File: config.mk
export PLATFORM = sky130hd
export DESIGN_NAME = scd_standalone
export DESIGN_NICKNAME = d
export VERILOG_FILES = /design/src/scd_pkg.sv /design/src/scd_standalone.sv
export SDC_FILE = /design/constraint.sdc
export NUM_CORES = 1
export LEC_CHECK = 0
export BUFFER_PORTS_ARGS = -buffer_cell sky130_fd_sc_hd__buf_2
export CAP_MARGIN = 25
export CORE_MARGIN = 3
export CORE_UTILIZATION = 60
export DETAILED_ROUTE_END_ITERATION = 8
export GPL_TIMING_DRIVEN = 1
export PLACE_DENSITY = 0.8
export SYNTH_ARGS = -nofsm -noshare
export SYNTH_HDL_FRONTEND = slang
export SYNTH_SLANG_ARGS = --single-unit
File: constraint.sdc
create_clock -name core_clk -period 4.9 [get_ports core_clk]
set_input_delay 0.49 -clock core_clk [delete_from_list [all_inputs] [get_ports core_clk]]
set_output_delay 0.49 -clock core_clk [all_outputs]
set_load 0.005 [all_outputs]
File: src/scd_pkg.sv
/*
 * Package for the standalone strap decoder and duty-cycle sequencer.
 * Assumes a 125 MHz core clock; all timing counts derive from it.
 */
package scd_pkg;
    localparam int unsigned CLK_MHZ          = 125;
    // Times in microseconds as specified
    localparam int unsigned XTAL_SETTLE_US   = 2250;
    localparam int unsigned RSSI_WINDOW_US   = 6000;
    localparam int unsigned EXTEND_US        = 30500;
    localparam int unsigned WAKE_PERIOD_US   = 300000;
    localparam int unsigned MONO_US          = 100000;
    localparam int unsigned XTAL_SETTLE_CYC  = XTAL_SETTLE_US * CLK_MHZ;
    localparam int unsigned RSSI_WINDOW_CYC  = RSSI_WINDOW_US * CLK_MHZ;
    localparam int unsigned EXTEND_CYC       = EXTEND_US * CLK_MHZ;
    localparam int unsigned WAKE_PERIOD_CYC  = WAKE_PERIOD_US * CLK_MHZ;
    localparam int unsigned MONO_CYC         = MONO_US * CLK_MHZ;
    localparam int unsigned CNT_W            = 26;

    // Frame bytes
    localparam logic [7:0] PREAMBLE_BYTE     = 8'haa;
    localparam logic [7:0] SYNC_BYTE         = 8'h2d;
    localparam logic [7:0] ADDR_0            = 8'hd4;
    localparam logic [7:0] ADDR_1            = 8'hd2;
    localparam logic [7:0] ADDR_2            = 8'hb4;
    localparam logic [7:0] ADDR_3            = 8'hb2;

    // Output function codes
    localparam logic [1:0] FN_KEEP           = 2'h0;
    localparam logic [1:0] FN_LOW            = 2'h1;
    localparam logic [1:0] FN_HIGH           = 2'h2;
    localparam logic [1:0] FN_MONO           = 2'h3;

    // RSSI thresholds in -dBm
    localparam logic [6:0] RSSI_LOW_THR      = 7'h67;
    localparam logic [6:0] RSSI_HIGH_THR     = 7'h61;

    // Crystal load: 8.5 pF + code * 0.5 pF, code 0..15 -> 16 pF at code 15
    localparam logic [3:0] XLOAD_MAX_CODE    = 4'hf;
    localparam logic [3:0] XLOAD_POR         = 4'h7;

    typedef enum logic [2:0] {
        SCD_SLEEP, SCD_XTAL, SCD_WINDOW, SCD_EXTEND, SCD_ACTIVE
    } scd_seq_e;

    typedef enum logic [2:0] {
        SCD_HUNT, SCD_ADDR, SCD_FN1, SCD_FNC, SCD_FN2
    } scd_frm_e;

    typedef struct packed {
        logic [1:0] band;
        logic [3:0] channel;
        logic [7:0] addr;
        logic [6:0] rssi_thr;
    } scd_cfg_s;

    typedef struct packed {
        logic       xtal_en;
        logic       synth_en;
        logic       rssi_mon;
    } scd_pwr_s;
endpackage : scd_pkg

File: src/scd_standalone.sv
/*
 * Standalone strap decoder, duty-cycle wake sequencer and frame-driven
 * output controller. Assumes the straps are resolved to 0/1 levels by
 * pad logic, the demodulator delivers bytes with a strobe on core_clk,
 * and the serial control port lives elsewhere and drives host_* ports.
 */
`timescale 1ns/10ps
module scd_standalone
    import scd_pkg::*;
#(
    parameter int unsigned WAKE_PERIOD = WAKE_PERIOD_CYC,
    parameter int unsigned XTAL_SETTLE = XTAL_SETTLE_CYC,
    parameter int unsigned RSSI_WINDOW = RSSI_WINDOW_CYC,
    parameter int unsigned EXTEND      = EXTEND_CYC,
    parameter int unsigned MONO        = MONO_CYC
) (
    input  wire logic              core_clk,
    input  wire logic              resetn,
    input  wire logic              mode_pin_rail,
    input  wire logic              low_power_wake_mode,
    input  wire logic [1:0]        band_pins,
    input  wire logic              chan_strap_3,
    input  wire logic              chan_strap_2,
    input  wire logic              chan_strap_1,
    input  wire logic              chan_strap_0,
    input  wire logic              rssi_above,
    input  wire logic              rx_byte_valid,
    input  wire logic [7:0]        rx_byte,
    input  wire logic [6:0]        afc_offset,
    input  wire logic              host_wr,
    input  wire logic              host_xload_wr,
    input  wire logic [3:0]        host_xload,
    input  wire logic              host_afc_en,
    output scd_pkg::scd_cfg_s      cfg,
    output scd_pkg::scd_pwr_s      pwr,
    output logic                   standalone,
    output logic                   host_override,
    output logic [3:0]             xtal_load,
    output logic [6:0]             offset_status,
    output logic                   remote_output_0,
    output logic                   remote_output_1,
    output logic                   remote_output_2,
    output logic                   remote_output_3
);
    import scd_pkg::*;

    ////////////////////////////////////////////////////////////////////////
    // Pin synchronisers
    logic [11:0] sync_a;
    logic [11:0] sync_b;
    always_ff @(posedge core_clk) begin
        sync_a <= {mode_pin_rail, low_power_wake_mode, band_pins, chan_strap_3,
                   chan_strap_2, chan_strap_1, chan_strap_0, rssi_above, 3'h0};
        sync_b <= sync_a;
    end
    logic s_rail;
    logic s_low_power_wake_mode;
    logic [1:0] s_band;
    logic [3:0] s_chan;
    logic s_rssi;
    assign s_rail = sync_b[11];
    assign s_low_power_wake_mode = sync_b[10];
    assign s_band = sync_b[9:8];
    assign s_chan = sync_b[7:4];
    assign s_rssi = sync_b[3];

    function automatic logic [7:0] addr_of(input logic [1:0] sel);
        case (sel)
            2'h0:    addr_of = ADDR_0;
            2'h1:    addr_of = ADDR_1;
            2'h2:    addr_of = ADDR_2;
            default: addr_of = ADDR_3;
        endcase
    endfunction : addr_of

    ////////////////////////////////////////////////////////////////////////
    // Strap capture and configuration
    logic       sampled;
    logic       next_sampled;
    logic       next_standalone;
    scd_cfg_s   next_cfg;
    logic       next_host_override;
    logic [3:0] next_xtal_load;
    logic [6:0] next_offset_status;

    always_comb begin
        next_sampled       = sampled;
        next_standalone    = standalone;
        next_cfg           = cfg;
        next_host_override = host_override | host_wr;
        next_xtal_load     = xtal_load;
        next_offset_status = offset_status;
        if (!sampled) begin
            // Caught after reset release, once synchronisers have settled
            next_sampled    = 1'b1;
            next_standalone = s_rail;
        end
        if (standalone) begin
            next_cfg.band     = s_band;
            // Floating reads as 1; a supply tie on strap 0 counts as floating
            next_cfg.channel  = s_chan;
            next_cfg.addr     = addr_of(s_chan[1:0]);
            next_cfg.rssi_thr = s_chan[0] ? RSSI_HIGH_THR : RSSI_LOW_THR;
        end
        if (host_xload_wr && host_xload <= XLOAD_MAX_CODE) begin
            next_xtal_load = host_xload;
        end
        // Offset is meaningful only with correction held off by the host
        if (!host_afc_en) begin
            next_offset_status = afc_offset;
        end
    end

    always_ff @(posedge core_clk) begin
        if (!resetn) begin
            sampled       <= 1'b0;
            standalone    <= 1'b0;
            cfg           <= '0;
            host_override <= 1'b0;
            xtal_load     <= XLOAD_POR;
            offset_status <= 7'h00;
        end else begin
            sampled       <= next_sampled;
            standalone    <= next_standalone;
            cfg           <= next_cfg;
            host_override <= next_host_override;
            xtal_load     <= next_xtal_load;
            offset_status <= next_offset_status;
        end
    end

    ////////////////////////////////////////////////////////////////////////
    // Frame decoder
    scd_frm_e   frm;
    scd_frm_e   next_frm;
    logic [7:0] fn1;
    logic [7:0] next_fn1;
    logic       frm_ok;
    logic       next_frm_ok;
    logic       sync_hit;
    logic       next_sync_hit;

    always_comb begin
        next_frm      = frm;
        next_fn1      = fn1;
        next_frm_ok   = 1'b0;
        next_sync_hit = 1'b0;
        if (rx_byte_valid && standalone) begin
            case (frm)
                SCD_HUNT: begin
                    if (rx_byte == SYNC_BYTE) begin
                        next_frm      = SCD_ADDR;
                        next_sync_hit = 1'b1;
                    end
                end
                SCD_ADDR: next_frm = (rx_byte == cfg.addr) ? SCD_FN1 : SCD_HUNT;
                SCD_FN1: begin
                    next_fn1 = rx_byte;
                    next_frm = SCD_FNC;
                end
                SCD_FNC:  next_frm = (rx_byte == ~fn1) ? SCD_FN2 : SCD_HUNT;
                SCD_FN2: begin
                    next_frm_ok = (rx_byte == fn1);
                    next_frm    = SCD_HUNT;
                end
                default:  next_frm = SCD_HUNT;
            endcase
        end
    end

    always_ff @(posedge core_clk) begin
        if (!resetn) begin
            frm      <= SCD_HUNT;
            fn1      <= 8'h00;
            frm_ok   <= 1'b0;
            sync_hit <= 1'b0;
        end else begin
            frm      <= next_frm;
            fn1      <= next_fn1;
            frm_ok   <= next_frm_ok;
            sync_hit <= next_sync_hit;
        end
    end

    ////////////////////////////////////////////////////////////////////////
    // Output functions; fn1[7:6] belongs to output 3 (sent first)
    logic [3:0]       outs;
    logic [3:0]       next_outs;
    logic [3:0][26:0] mono;
    logic [3:0][26:0] next_mono;

    always_comb begin
        next_outs = outs;
        next_mono = mono;
        for (int i = 0; i < 4; i++) begin
            if (mono[i] != 27'h0) begin
                next_mono[i] = mono[i] - 27'h1;
                if (mono[i] == 27'h1) begin
                    next_outs[i] = 1'b0;
                end
            end
            if (frm_ok) begin
                case (fn1[2*i+1 -: 2])
                    FN_LOW: begin
                        next_outs[i] = 1'b0;
                        next_mono[i] = 27'h0;
                    end
                    FN_HIGH: begin
                        next_outs[i] = 1'b1;
                        next_mono[i] = 27'h0;
                    end
                    FN_MONO: begin
                        next_outs[i] = 1'b1;
                        next_mono[i] = 27'(MONO);
                    end
                    default: begin
                    end
                endcase
            end
        end
    end

    always_ff @(posedge core_clk) begin
        if (!resetn) begin
            outs <= 4'h0;
            mono <= '0;
        end else begin
            outs <= next_outs;
            mono <= next_mono;
        end
    end
    assign remote_output_0 = outs[0];
    assign remote_output_1 = outs[1];
    assign remote_output_2 = outs[2];
    assign remote_output_3 = outs[3];

    ////////////////////////////////////////////////////////////////////////
    // Duty-cycle sequencer
    scd_seq_e         seq;
    scd_seq_e         next_seq;
    logic [CNT_W-1:0] tmr;
    logic [CNT_W-1:0] next_tmr;
    logic [CNT_W-1:0] wake;
    logic [CNT_W-1:0] next_wake;
    scd_pwr_s         next_pwr;
    logic             busy;
    logic             hit;
    logic             next_hit;

    // A frame past the sync byte must finish before the synth drops, except on leaving SCD_ACTIVE for SCD_SLEEP
    assign busy = (frm != SCD_HUNT);

    always_comb begin
        next_seq  = seq;
        next_tmr  = (tmr != '0) ? tmr - 1'b1 : tmr;
        next_wake = (wake != '0) ? wake - 1'b1 : CNT_W'(WAKE_PERIOD - 1);
        next_hit  = hit;
        case (seq)
            SCD_ACTIVE: begin
                if (sampled && s_low_power_wake_mode) begin
                    next_seq = SCD_SLEEP;
                end
            end
            SCD_SLEEP: begin
                if (!s_low_power_wake_mode) begin
                    next_seq = SCD_ACTIVE;
                end else if (wake == '0) begin
                    next_seq = SCD_XTAL;
                    next_tmr = CNT_W'(XTAL_SETTLE - 1);
                end
            end
            SCD_XTAL: begin
                if (tmr == '0) begin
                    next_seq = SCD_WINDOW;
                    next_tmr = CNT_W'(RSSI_WINDOW - 1);
                    next_hit = 1'b0;
                end
            end
            SCD_WINDOW: begin
                if (s_rssi) begin
                    next_hit = 1'b1;
                end
                if (tmr == '0 && (hit || s_rssi)) begin
                    next_seq = SCD_EXTEND;
                    next_tmr = CNT_W'(EXTEND - 1);
                end else if (tmr == '0 && !busy) begin
                    next_seq = SCD_SLEEP;
                end
            end
            SCD_EXTEND: begin
                if (tmr == '0 && !busy) begin
                    next_seq = SCD_SLEEP;
                end
            end
            default: next_seq = SCD_ACTIVE;
        endcase
        if (sync_hit && (seq == SCD_WINDOW || seq == SCD_EXTEND)) begin
            next_seq = SCD_EXTEND;
            next_tmr = CNT_W'(EXTEND - 1);
        end
        // Mode pin low wins from any phase, not only from sleep
        if (!s_low_power_wake_mode) begin
            next_seq = SCD_ACTIVE;
        end
        next_pwr.xtal_en  = (next_seq != SCD_SLEEP);
        next_pwr.synth_en = (next_seq == SCD_WINDOW) || (next_seq == SCD_EXTEND)
                            || (next_seq == SCD_ACTIVE);
        next_pwr.rssi_mon = next_pwr.synth_en;
    end

    always_ff @(posedge core_clk) begin
        if (!resetn) begin
            seq  <= SCD_ACTIVE;
            tmr  <= '0;
            wake <= '0;
            hit  <= 1'b0;
            pwr  <= '0;
        end else begin
            seq  <= next_seq;
            tmr  <= next_tmr;
            wake <= next_wake;
            hit  <= next_hit;
            pwr  <= next_pwr;
        end
    end
endmodule : scd_standalone

==> run_summary.xml, run 1 <==
<?xml version="1.0" encoding="UTF-8"?>
<metrics>
  <group name="synth">
    <metric name="ys_seq_elements" unit="">227</metric>
    <metric name="syn_inst" unit="">1143</metric>
    <metric name="synth.largest_area_cell" unit="">dfxtp_1</metric>
    <metric name="synth_top_family_by_area" unit="">simple AND/OR/NAND/NOR gates</metric>
    <metric name="synthXorXnorAreaFrac" unit="%">11.7</metric>
    <metric name="yosys.area_share.adder" unit="%">1.48</metric>
    <metric name="synthMostInstantiatedCell" unit="">dfxtp_1</metric>
    <metric name="most_area_consuming_cells_after_synthesis" unit="">dfxtp_1 45%, xnor2_1 6.7%, nor2_1 5.6%</metric>
    <metric name="post_synth_and_or_nand_nor_area_fraction" unit="%">25.9</metric>
    <metric name="synth_cell_types" unit="">64</metric>
    <metric name="count_of_flip_flops_with_a_built_in_enable_after_synthesis" unit="">0</metric>
    <metric name="yosysTopAreaCellShare" unit="%">44.9</metric>
    <metric name="most_common_flop_cell_mapped_by_yosys" unit="">dfxtp_1</metric>
    <metric name="post_synth_instance_area" unit="um^2">10100</metric>
    <metric name="netlist_top_cells_count" unit="">227 x dfxtp_1, 152 x nor2_1, 77 x xnor2_1</metric>
    <metric name="synth-async-reset-ratio" unit="%">0</metric>
    <metric name="synth.area.mux_share" unit="%">2.57</metric>
    <metric name="synth.yosys.warnings" unit="">0</metric>
    <metric name="synth_seq_area_share" unit="%">44.9</metric>
    <metric name="complex_gate_fraction_of_the_synthesized_area" unit="%">10.0</metric>
    <metric name="avgSynthCellArea" unit="um^2">8.85</metric>
  </group>
  <group name="power">
    <metric name="comb_power_share" unit="%">23.5</metric>
    <metric name="power_switching_share" unit="%">30.5</metric>
    <metric name="design_power_total" unit="mW">5.33</metric>
    <metric name="p_leak" unit="nW">4.48</metric>
    <metric name="p_clk_share" unit="%">35.1</metric>
    <metric name="power.internal" unit="mW">3.71</metric>
    <metric name="sequentialPowerShare" unit="%">41.5</metric>
    <metric name="power.density_cell_area" unit="nW/um^2">469</metric>
    <metric name="power.ir.vdd_worst" unit="mV">0.475</metric>
    <metric name="p_sw" unit="mW">1.62</metric>
  </group>
  <group name="floorplan">
    <metric name="dieWidth" unit="um">136</metric>
    <metric name="start_util" unit="%">62.5</metric>
    <metric name="floorplan.die_area" unit="um^2">18400</metric>
    <metric name="fp.dieH" unit="um">136</metric>
    <metric name="num_rows" unit="">46</metric>
    <metric name="design.portCount" unit="">75</metric>
    <metric name="coreArea" unit="um^2">16200</metric>
  </group>
  <group name="clocking">
    <metric name="h-tree-depth" unit="">1</metric>
    <metric name="clk-insertion-delay-late" unit="ns">0.51</metric>
    <metric name="cts.repair.resized" unit="">0</metric>
    <metric name="hold_buffers" unit="">0</metric>
    <metric name="post-cts-setup-buffer-count" unit="">0</metric>
    <metric name="cts.reportedPaths.clkPinSlew" unit="ns">0.06</metric>
    <metric name="clock_sink_count" unit="">227</metric>
    <metric name="cts_made_buffers" unit="">23</metric>
    <metric name="max-clock-path-buffers" unit="">3</metric>
    <metric name="tritoncts_clock_tree" unit="">done</metric>
    <metric name="cts.root.buffer_cell" unit="">clkbuf_16</metric>
  </group>
  <group name="routing">
    <metric name="viasPerCell" unit="">5.73</metric>
    <metric name="detail_route.wirelength" unit="um">21400</metric>
    <metric name="dr.pass1.iters" unit="">5</metric>
    <metric name="route.detailed.wl_per_inst" unit="um">15.1</metric>
    <metric name="drt_first_iter_violations" unit="">468</metric>
    <metric name="vias" unit="">8154</metric>
    <metric name="drt_drc_violations_left" unit="">0</metric>
    <metric name="final_antenna_net_count" unit="">0</metric>
  </group>
  <group name="finish">
    <metric name="final_core_util" unit="%">70.2</metric>
    <metric name="post-route-cell-area" unit="um^2">11400</metric>
    <metric name="final.fill_count" unit="">1252</metric>
    <metric name="stdcell_count" unit="">1423</metric>
    <metric name="flow.area_growth_from_synthesis" unit="%">12.4</metric>
    <metric name="drive_gt1_share" unit="%">11.0</metric>
    <metric name="nets" unit="">1236</metric>
  </group>
  <group name="worst_hold_path">
    <metric name="min-delay-path-class" unit="">input pin to flop</metric>
  </group>
  <group name="timing">
    <metric name="timing_worst_slew_pin_value" unit="ns">0.993</metric>
    <metric name="layout_worst_path_cycle_share" unit="%">64.6</metric>
    <metric name="setup_slack" unit="ns">1.74</metric>
    <metric name="timing.final.max_slew_violations" unit="">0</metric>
    <metric name="finalHoldWorstSlack" unit="ns">0.0773</metric>
    <metric name="finalClockSkew" unit="ns">0.0165</metric>
    <metric name="setup_tns" unit="ns">0</metric>
    <metric name="max_slew_margin" unit="%">33.2</metric>
    <metric name="final_critical_delay_including_setup_and_external_delays" unit="ns">3.16</metric>
    <metric name="setup_violations" unit="">0</metric>
    <metric name="rsz0062_at_grt" unit="">false</metric>
    <metric name="number_of_hold_slack_violations_in_the_final_timing_report" unit="">0</metric>
    <metric name="clock.fmax" unit="MHz">316</metric>
  </group>
  <group name="setup_path">
    <metric name="crit_required" unit="ns">5.28</metric>
    <metric name="worst_setup_path_end_kind" unit="">flop</metric>
    <metric name="cp_max_fo" unit="">15</metric>
    <metric name="timing.critical_path.arrival" unit="ns">3.55</metric>
    <metric name="setup.worst_path.start_class" unit="">flop</metric>
    <metric name="crit_type" unit="">flop to flop</metric>
  </group>
  <group name="global_route">
    <metric name="gr-usage-met3" unit="%">3.70</metric>
    <metric name="grt_remaining_overflow" unit="">0</metric>
    <metric name="grt_util_met1" unit="%">31.9</metric>
    <metric name="global_route.usage.met2" unit="%">38.2</metric>
    <metric name="global_route_wire_length_before_repair" unit="um">36100</metric>
    <metric name="grt_usage" unit="%">23.1</metric>
    <metric name="via_count_of_the_first_global_routing_pass" unit="">7639</metric>
    <metric name="antenna_found_initial" unit="">3</metric>
    <metric name="grt_max_degree" unit="">59</metric>
    <metric name="grt_most_used_layer" unit="">met2</metric>
  </group>
  <group name="placement">
    <metric name="post-dp-hpwl" unit="um">14400</metric>
    <metric name="dpl.cell_count" unit="">1379</metric>
    <metric name="place_congestion" unit="">0.884</metric>
    <metric name="post_dp_cell_area" unit="um^2">10500</metric>
    <metric name="io_buffer_count" unit="">70</metric>
    <metric name="post-place-ws" unit="ns">1.79</metric>
  </group>
  <group name="run_status">
    <metric name="result_of_the_run" unit="">finished, final reports clean</metric>
  </group>
  <group name="run">
    <metric name="maxCapViolations" unit="">0</metric>
  </group>
</metrics>
## layout make-up
class / instances / area (um^2) / share of cell area (%)
Antenna cell: 1 / 2.50 / 0.0220
Clock buffer: 33 / 663 / 5.84
Clock inverter: 8 / 150 / 1.32
Inverter: 21 / 78.8 / 0.694
Multi-Input combinational cell: 842 / 5250 / 46.2
Sequential cell: 227 / 4540 / 40.0
Tap cell: 216 / 270 / 2.38
Timing Repair Buffer: 75 / 398 / 3.50
## critical path, stage by stage, from the launching register on
cell	delay [ns]
dfxtp_1	0.36
or4_1	0.59
nor3_1	0.33
nand4_1	0.59
or4_1	0.81
nand3_1	0.27
nor3_1	0.08
## power groups by stage
| stage | clock [mW] | combinational [mW] | sequential, mW |
|---|---|---|---|
| after floorplan | 0 | 1.01 | 2.20 |
| after global routing | 1.97 | 1.41 | 2.23 |
| after CTS | 1.90 | 1.24 | 2.21 |
| after detailed placement | 0 | 1.22 | 2.24 |
| after global placement | 0 | 1.20 | 2.23 |
| final | 1.87 | 1.25 | 2.21 |
## registers in the layout, summed over array words and instances (netlist names), 2 cells and up
register	flops
seq	3
outs	4
mono	108
frm	3
pwr	2
tmr	26
sync_a	9
offset_status	7
cfg	12
fn1	8
xtal_load	4
sync_b	9
wake	26
## worst paths after layout
check | to | depth (start not counted) | slack (ns) | startpoint
min | sync_a[11] | 1 | 0.08 | mode_pin_rail
max reg2reg | tmr[25] | 6 | 1.74 | wake[9]
max | tmr[25] | 6 | 1.74 | wake[9]
min reg2reg | sync_b[8] | 0 | 0.33 | sync_a[8]
## per-layer routing
layer  vias up  share of wire (%)  routed length, um
li1       4136                  -                  -
met1      3845                 47              10000
met2       135                 47              10200
met3        34                3.7                782
met4         4                1.8                395
met5         -               0.13                 27
## placed cells by master, fill, tap and decap left out, types with 20 or more instances in the layout
master / netlist / layout
nor4_1: 40 / 40
mux2i_1: 26 / 26
or3_1: 23 / 23
or4_1: 20 / 20
nand3_1: 27 / 27
nor3_1: 50 / 50
buf_2: 2 / 70
a21oi_1: 52 / 52
nand4_1: 21 / 21
nor2_1: 152 / 152
xnor2_1: 77 / 77
xor2_1: 58 / 58
clkbuf_16: 0 / 23
o21ai_0: 60 / 60
nand2_1: 66 / 66
dfxtp_1: 227 / 227
## cells by family (layout without fill, tap and decap cells)
group | count (synthesis) | after routing
flops | 227 | 227
buf+inv | 77 | 137
other cells | 1 | 5
compound gates | 169 | 169
simple gates | 496 | 496
xor+xnor | 135 | 135
fa+ha+maj | 12 | 12
mux | 26 | 26
Power figures use the tool's default switching activity.
==> run 2, diff against run 1 <==
==> constraint.sdc (replaced) <==
create_clock -name core_clk -period 3 [get_ports core_clk]
set_input_delay 0.3 -clock core_clk [delete_from_list [all_inputs] [get_ports core_clk]]
set_output_delay 0.3 -clock core_clk [all_outputs]
set_load 0.005 [all_outputs]
==> run_summary.xml, run 2 (same netlist as run 1, synthesis figures left out) <==
<?xml version="1.0" encoding="UTF-8"?>
<metrics>
  <group name="placement">
    <metric name="place_congestion" unit="">0.860</metric>
    <metric name="post_dp_cell_area" unit="um^2">10700</metric>
    <metric name="dpl.cell_count" unit="">1407</metric>
    <metric name="post-dp-hpwl" unit="um">14900</metric>
    <metric name="io_buffer_count" unit="">70</metric>
    <metric name="post-place-ws" unit="ns">0.238</metric>
  </group>
  <group name="routing">
    <metric name="vias" unit="">8392</metric>
    <metric name="viasPerCell" unit="">5.75</metric>
    <metric name="drt_drc_violations_left" unit="">0</metric>
    <metric name="dr.pass1.iters" unit="">5</metric>
    <metric name="route.detailed.wl_per_inst" unit="um">15.2</metric>
    <metric name="final_antenna_net_count" unit="">0</metric>
    <metric name="detail_route.wirelength" unit="um">22100</metric>
    <metric name="drt_first_iter_violations" unit="">499</metric>
  </group>
  <group name="clocking">
    <metric name="h-tree-depth" unit="">1</metric>
    <metric name="tritoncts_clock_tree" unit="">done</metric>
    <metric name="cts_made_buffers" unit="">23</metric>
    <metric name="cts.root.buffer_cell" unit="">clkbuf_16</metric>
    <metric name="hold_buffers" unit="">11</metric>
    <metric name="post-cts-setup-buffer-count" unit="">0</metric>
    <metric name="cts.reportedPaths.clkPinSlew" unit="ns">0.06</metric>
    <metric name="max-clock-path-buffers" unit="">3</metric>
    <metric name="clk-insertion-delay-late" unit="ns">0.51</metric>
    <metric name="clock_sink_count" unit="">227</metric>
    <metric name="cts.repair.resized" unit="">0</metric>
  </group>
  <group name="setup_path">
    <metric name="crit_required" unit="ns">3.41</metric>
    <metric name="rr_startpoint" unit="">tmr[19]</metric>
    <metric name="timing.critical_path.cells" unit="">or4_1 &gt; or4_1 &gt; nor3_4 &gt; inv_2 &gt; or3_1 &gt; and3b_1 &gt; a311oi_2</metric>
    <metric name="critical_path.reg2reg.endpoint" unit="">tmr[2]</metric>
    <metric name="crit_type" unit="">flop to flop</metric>
    <metric name="timing.critical_path.arrival" unit="ns">3.22</metric>
    <metric name="setup.worst_path.start_class" unit="">flop</metric>
    <metric name="r2r_slack" unit="ns">0.19</metric>
    <metric name="worst_setup_path_end_kind" unit="">flop</metric>
    <metric name="cp_max_fo" unit="">9</metric>
    <metric name="worst_path_most_repeated_cell" unit="">or4_1</metric>
    <metric name="combined_buffer_and_inverter_count_along_the_critical_path" unit="">1</metric>
    <metric name="cpPeakStageDelay" unit="ns">0.61</metric>
    <metric name="crit_slowest_cell" unit="">or4_1</metric>
    <metric name="critical-path-top-delay-family" unit="">simple AND/OR/NAND/NOR gates</metric>
    <metric name="reg2regPathDepth" unit="">7</metric>
  </group>
  <group name="floorplan">
    <metric name="coreArea" unit="um^2">16200</metric>
    <metric name="fp.dieH" unit="um">136</metric>
    <metric name="floorplan.die_area" unit="um^2">18400</metric>
    <metric name="start_util" unit="%">62.5</metric>
    <metric name="design.portCount" unit="">75</metric>
    <metric name="dieWidth" unit="um">136</metric>
    <metric name="num_rows" unit="">46</metric>
  </group>
  <group name="finish">
    <metric name="most-common-layout-cells" unit="">227 x dfxtp_1, 152 x nor2_1, 77 x xnor2_1</metric>
    <metric name="final.fill_count" unit="">1243</metric>
    <metric name="largestRegisters" unit="">mono: 108 flops, tmr: 26 flops, wake: 26 flops</metric>
    <metric name="drive_gt1_share" unit="%">13.0</metric>
    <metric name="post-route-cell-area" unit="um^2">11700</metric>
    <metric name="flow.area_growth_from_synthesis" unit="%">15.4</metric>
    <metric name="top_register" unit="">mono</metric>
    <metric name="final_core_util" unit="%">72.1</metric>
    <metric name="largest_register_ffs" unit="">108</metric>
    <metric name="most_frequent_standard_cell_in_the_layout_excluding_fill_and_tap_cells" unit="">dfxtp_1</metric>
    <metric name="stdcell_count" unit="">1460</metric>
    <metric name="nets" unit="">1273</metric>
  </group>
  <group name="worst_hold_path">
    <metric name="holdPathStages" unit="">3</metric>
    <metric name="holdPathEnd" unit="">xtal_load[0]</metric>
    <metric name="holdCritStartpoint" unit="">host_xload[0]</metric>
    <metric name="min-delay-path-class" unit="">input pin to flop</metric>
  </group>
  <group name="run_status">
    <metric name="result_of_the_run" unit="">finished, final reports clean</metric>
  </group>
  <group name="power">
    <metric name="power.ir.vdd_worst" unit="mV">0.579</metric>
    <metric name="p_leak" unit="nW">4.65</metric>
    <metric name="p_clk_share" unit="%">34.3</metric>
    <metric name="power.density_cell_area" unit="nW/um^2">766</metric>
    <metric name="sequentialPowerShare" unit="%">40.3</metric>
    <metric name="power.internal" unit="mW">6.20</metric>
    <metric name="comb_power_share" unit="%">25.4</metric>
    <metric name="power_switching_share" unit="%">30.6</metric>
    <metric name="p_sw" unit="mW">2.73</metric>
  </group>
  <group name="timing">
    <metric name="timing_worst_slew_pin_value" unit="ns">0.854</metric>
    <metric name="clock.fmax" unit="MHz">356</metric>
    <metric name="setup_tns" unit="ns">0</metric>
    <metric name="layout_worst_path_cycle_share" unit="%">93.6</metric>
    <metric name="number_of_hold_slack_violations_in_the_final_timing_report" unit="">0</metric>
    <metric name="rsz0062_at_grt" unit="">false</metric>
    <metric name="final_critical_delay_including_setup_and_external_delays" unit="ns">2.81</metric>
    <metric name="timing.final.max_slew_violations" unit="">0</metric>
    <metric name="setup_slack" unit="ns">0.191</metric>
    <metric name="max_slew_margin" unit="%">43.0</metric>
    <metric name="finalClockSkew" unit="ns">0.0161</metric>
    <metric name="setup_violations" unit="">0</metric>
  </group>
  <group name="global_route">
    <metric name="via_count_of_the_first_global_routing_pass" unit="">8064</metric>
    <metric name="global_route_wire_length_before_repair" unit="um">37700</metric>
    <metric name="grt_remaining_overflow" unit="">0</metric>
    <metric name="grt_max_degree" unit="">33</metric>
    <metric name="grt_usage" unit="%">24.1</metric>
    <metric name="antenna_found_initial" unit="">2</metric>
  </group>
  <group name="run">
    <metric name="maxCapViolations" unit="">0</metric>
  </group>
</metrics>
==> run 2: layout make-up <==
class                      instances  area, um^2  share of cell area, %
multi-input combinational        842        5250                   45.0
sequential                       227        4540                   39.0
timing repair buffer             112         693                   5.94
clock buffer                      30         652                   5.59
tap                              216         270                   2.32
clock inverter                    11         169                   1.45
inverter                          21        78.8                  0.676
antenna                            1        2.50                 0.0215
==> run 2: per-layer routing <==
metal	global-route usage, %	vias to the layer above	wire length (um)
li1	-	4215	-
met4	6.94	2	454
met1	32.0	3995	10100
met3	3.63	42	765
met2	40.9	138	10700
met5	0	-	13
==> run 2: per-stage QoR <==
step	hold WS (ns)	power [mW]
6_report	0.0227	8.93
5_1_grt	0.0299	9.40
4_1_cts	0.00696	8.95
3_5_place_dp	0.313	5.84
3_3_place_gp	0.310	5.76
2_1_floorplan	0.310	5.25
==> run 2: how the worst max path moves through the flow <==
stage	startpoint	to	depth (start not counted)
after floorplan	mono[43]	outs[1]	7
after global placement	tmr[19]	tmr[2]	7
after detailed placement	tmr[19]	tmr[2]	7
after CTS	tmr[19]	tmr[2]	7
after global routing	tmr[0]	tmr[2]	9
final	tmr[19]	tmr[2]	7
==> run 2: tightest hold or removal path, stage by stage <==
cell     delay (ns)
buf_2          0.08
mux2i_1        0.06
nand2_1        0.06
==> run 2: power groups by stage <==
| stage | clock (mW) | combinational (mW) | sequential [mW] |
|---|---|---|---|
| after floorplan | 0 | 1.65 | 3.60 |
| after global placement | 0 | 2.13 | 3.64 |
| after detailed placement | 0 | 2.19 | 3.65 |
| after CTS | 3.11 | 2.24 | 3.59 |
| after global routing | 3.24 | 2.51 | 3.65 |
| final | 3.06 | 2.26 | 3.60 |
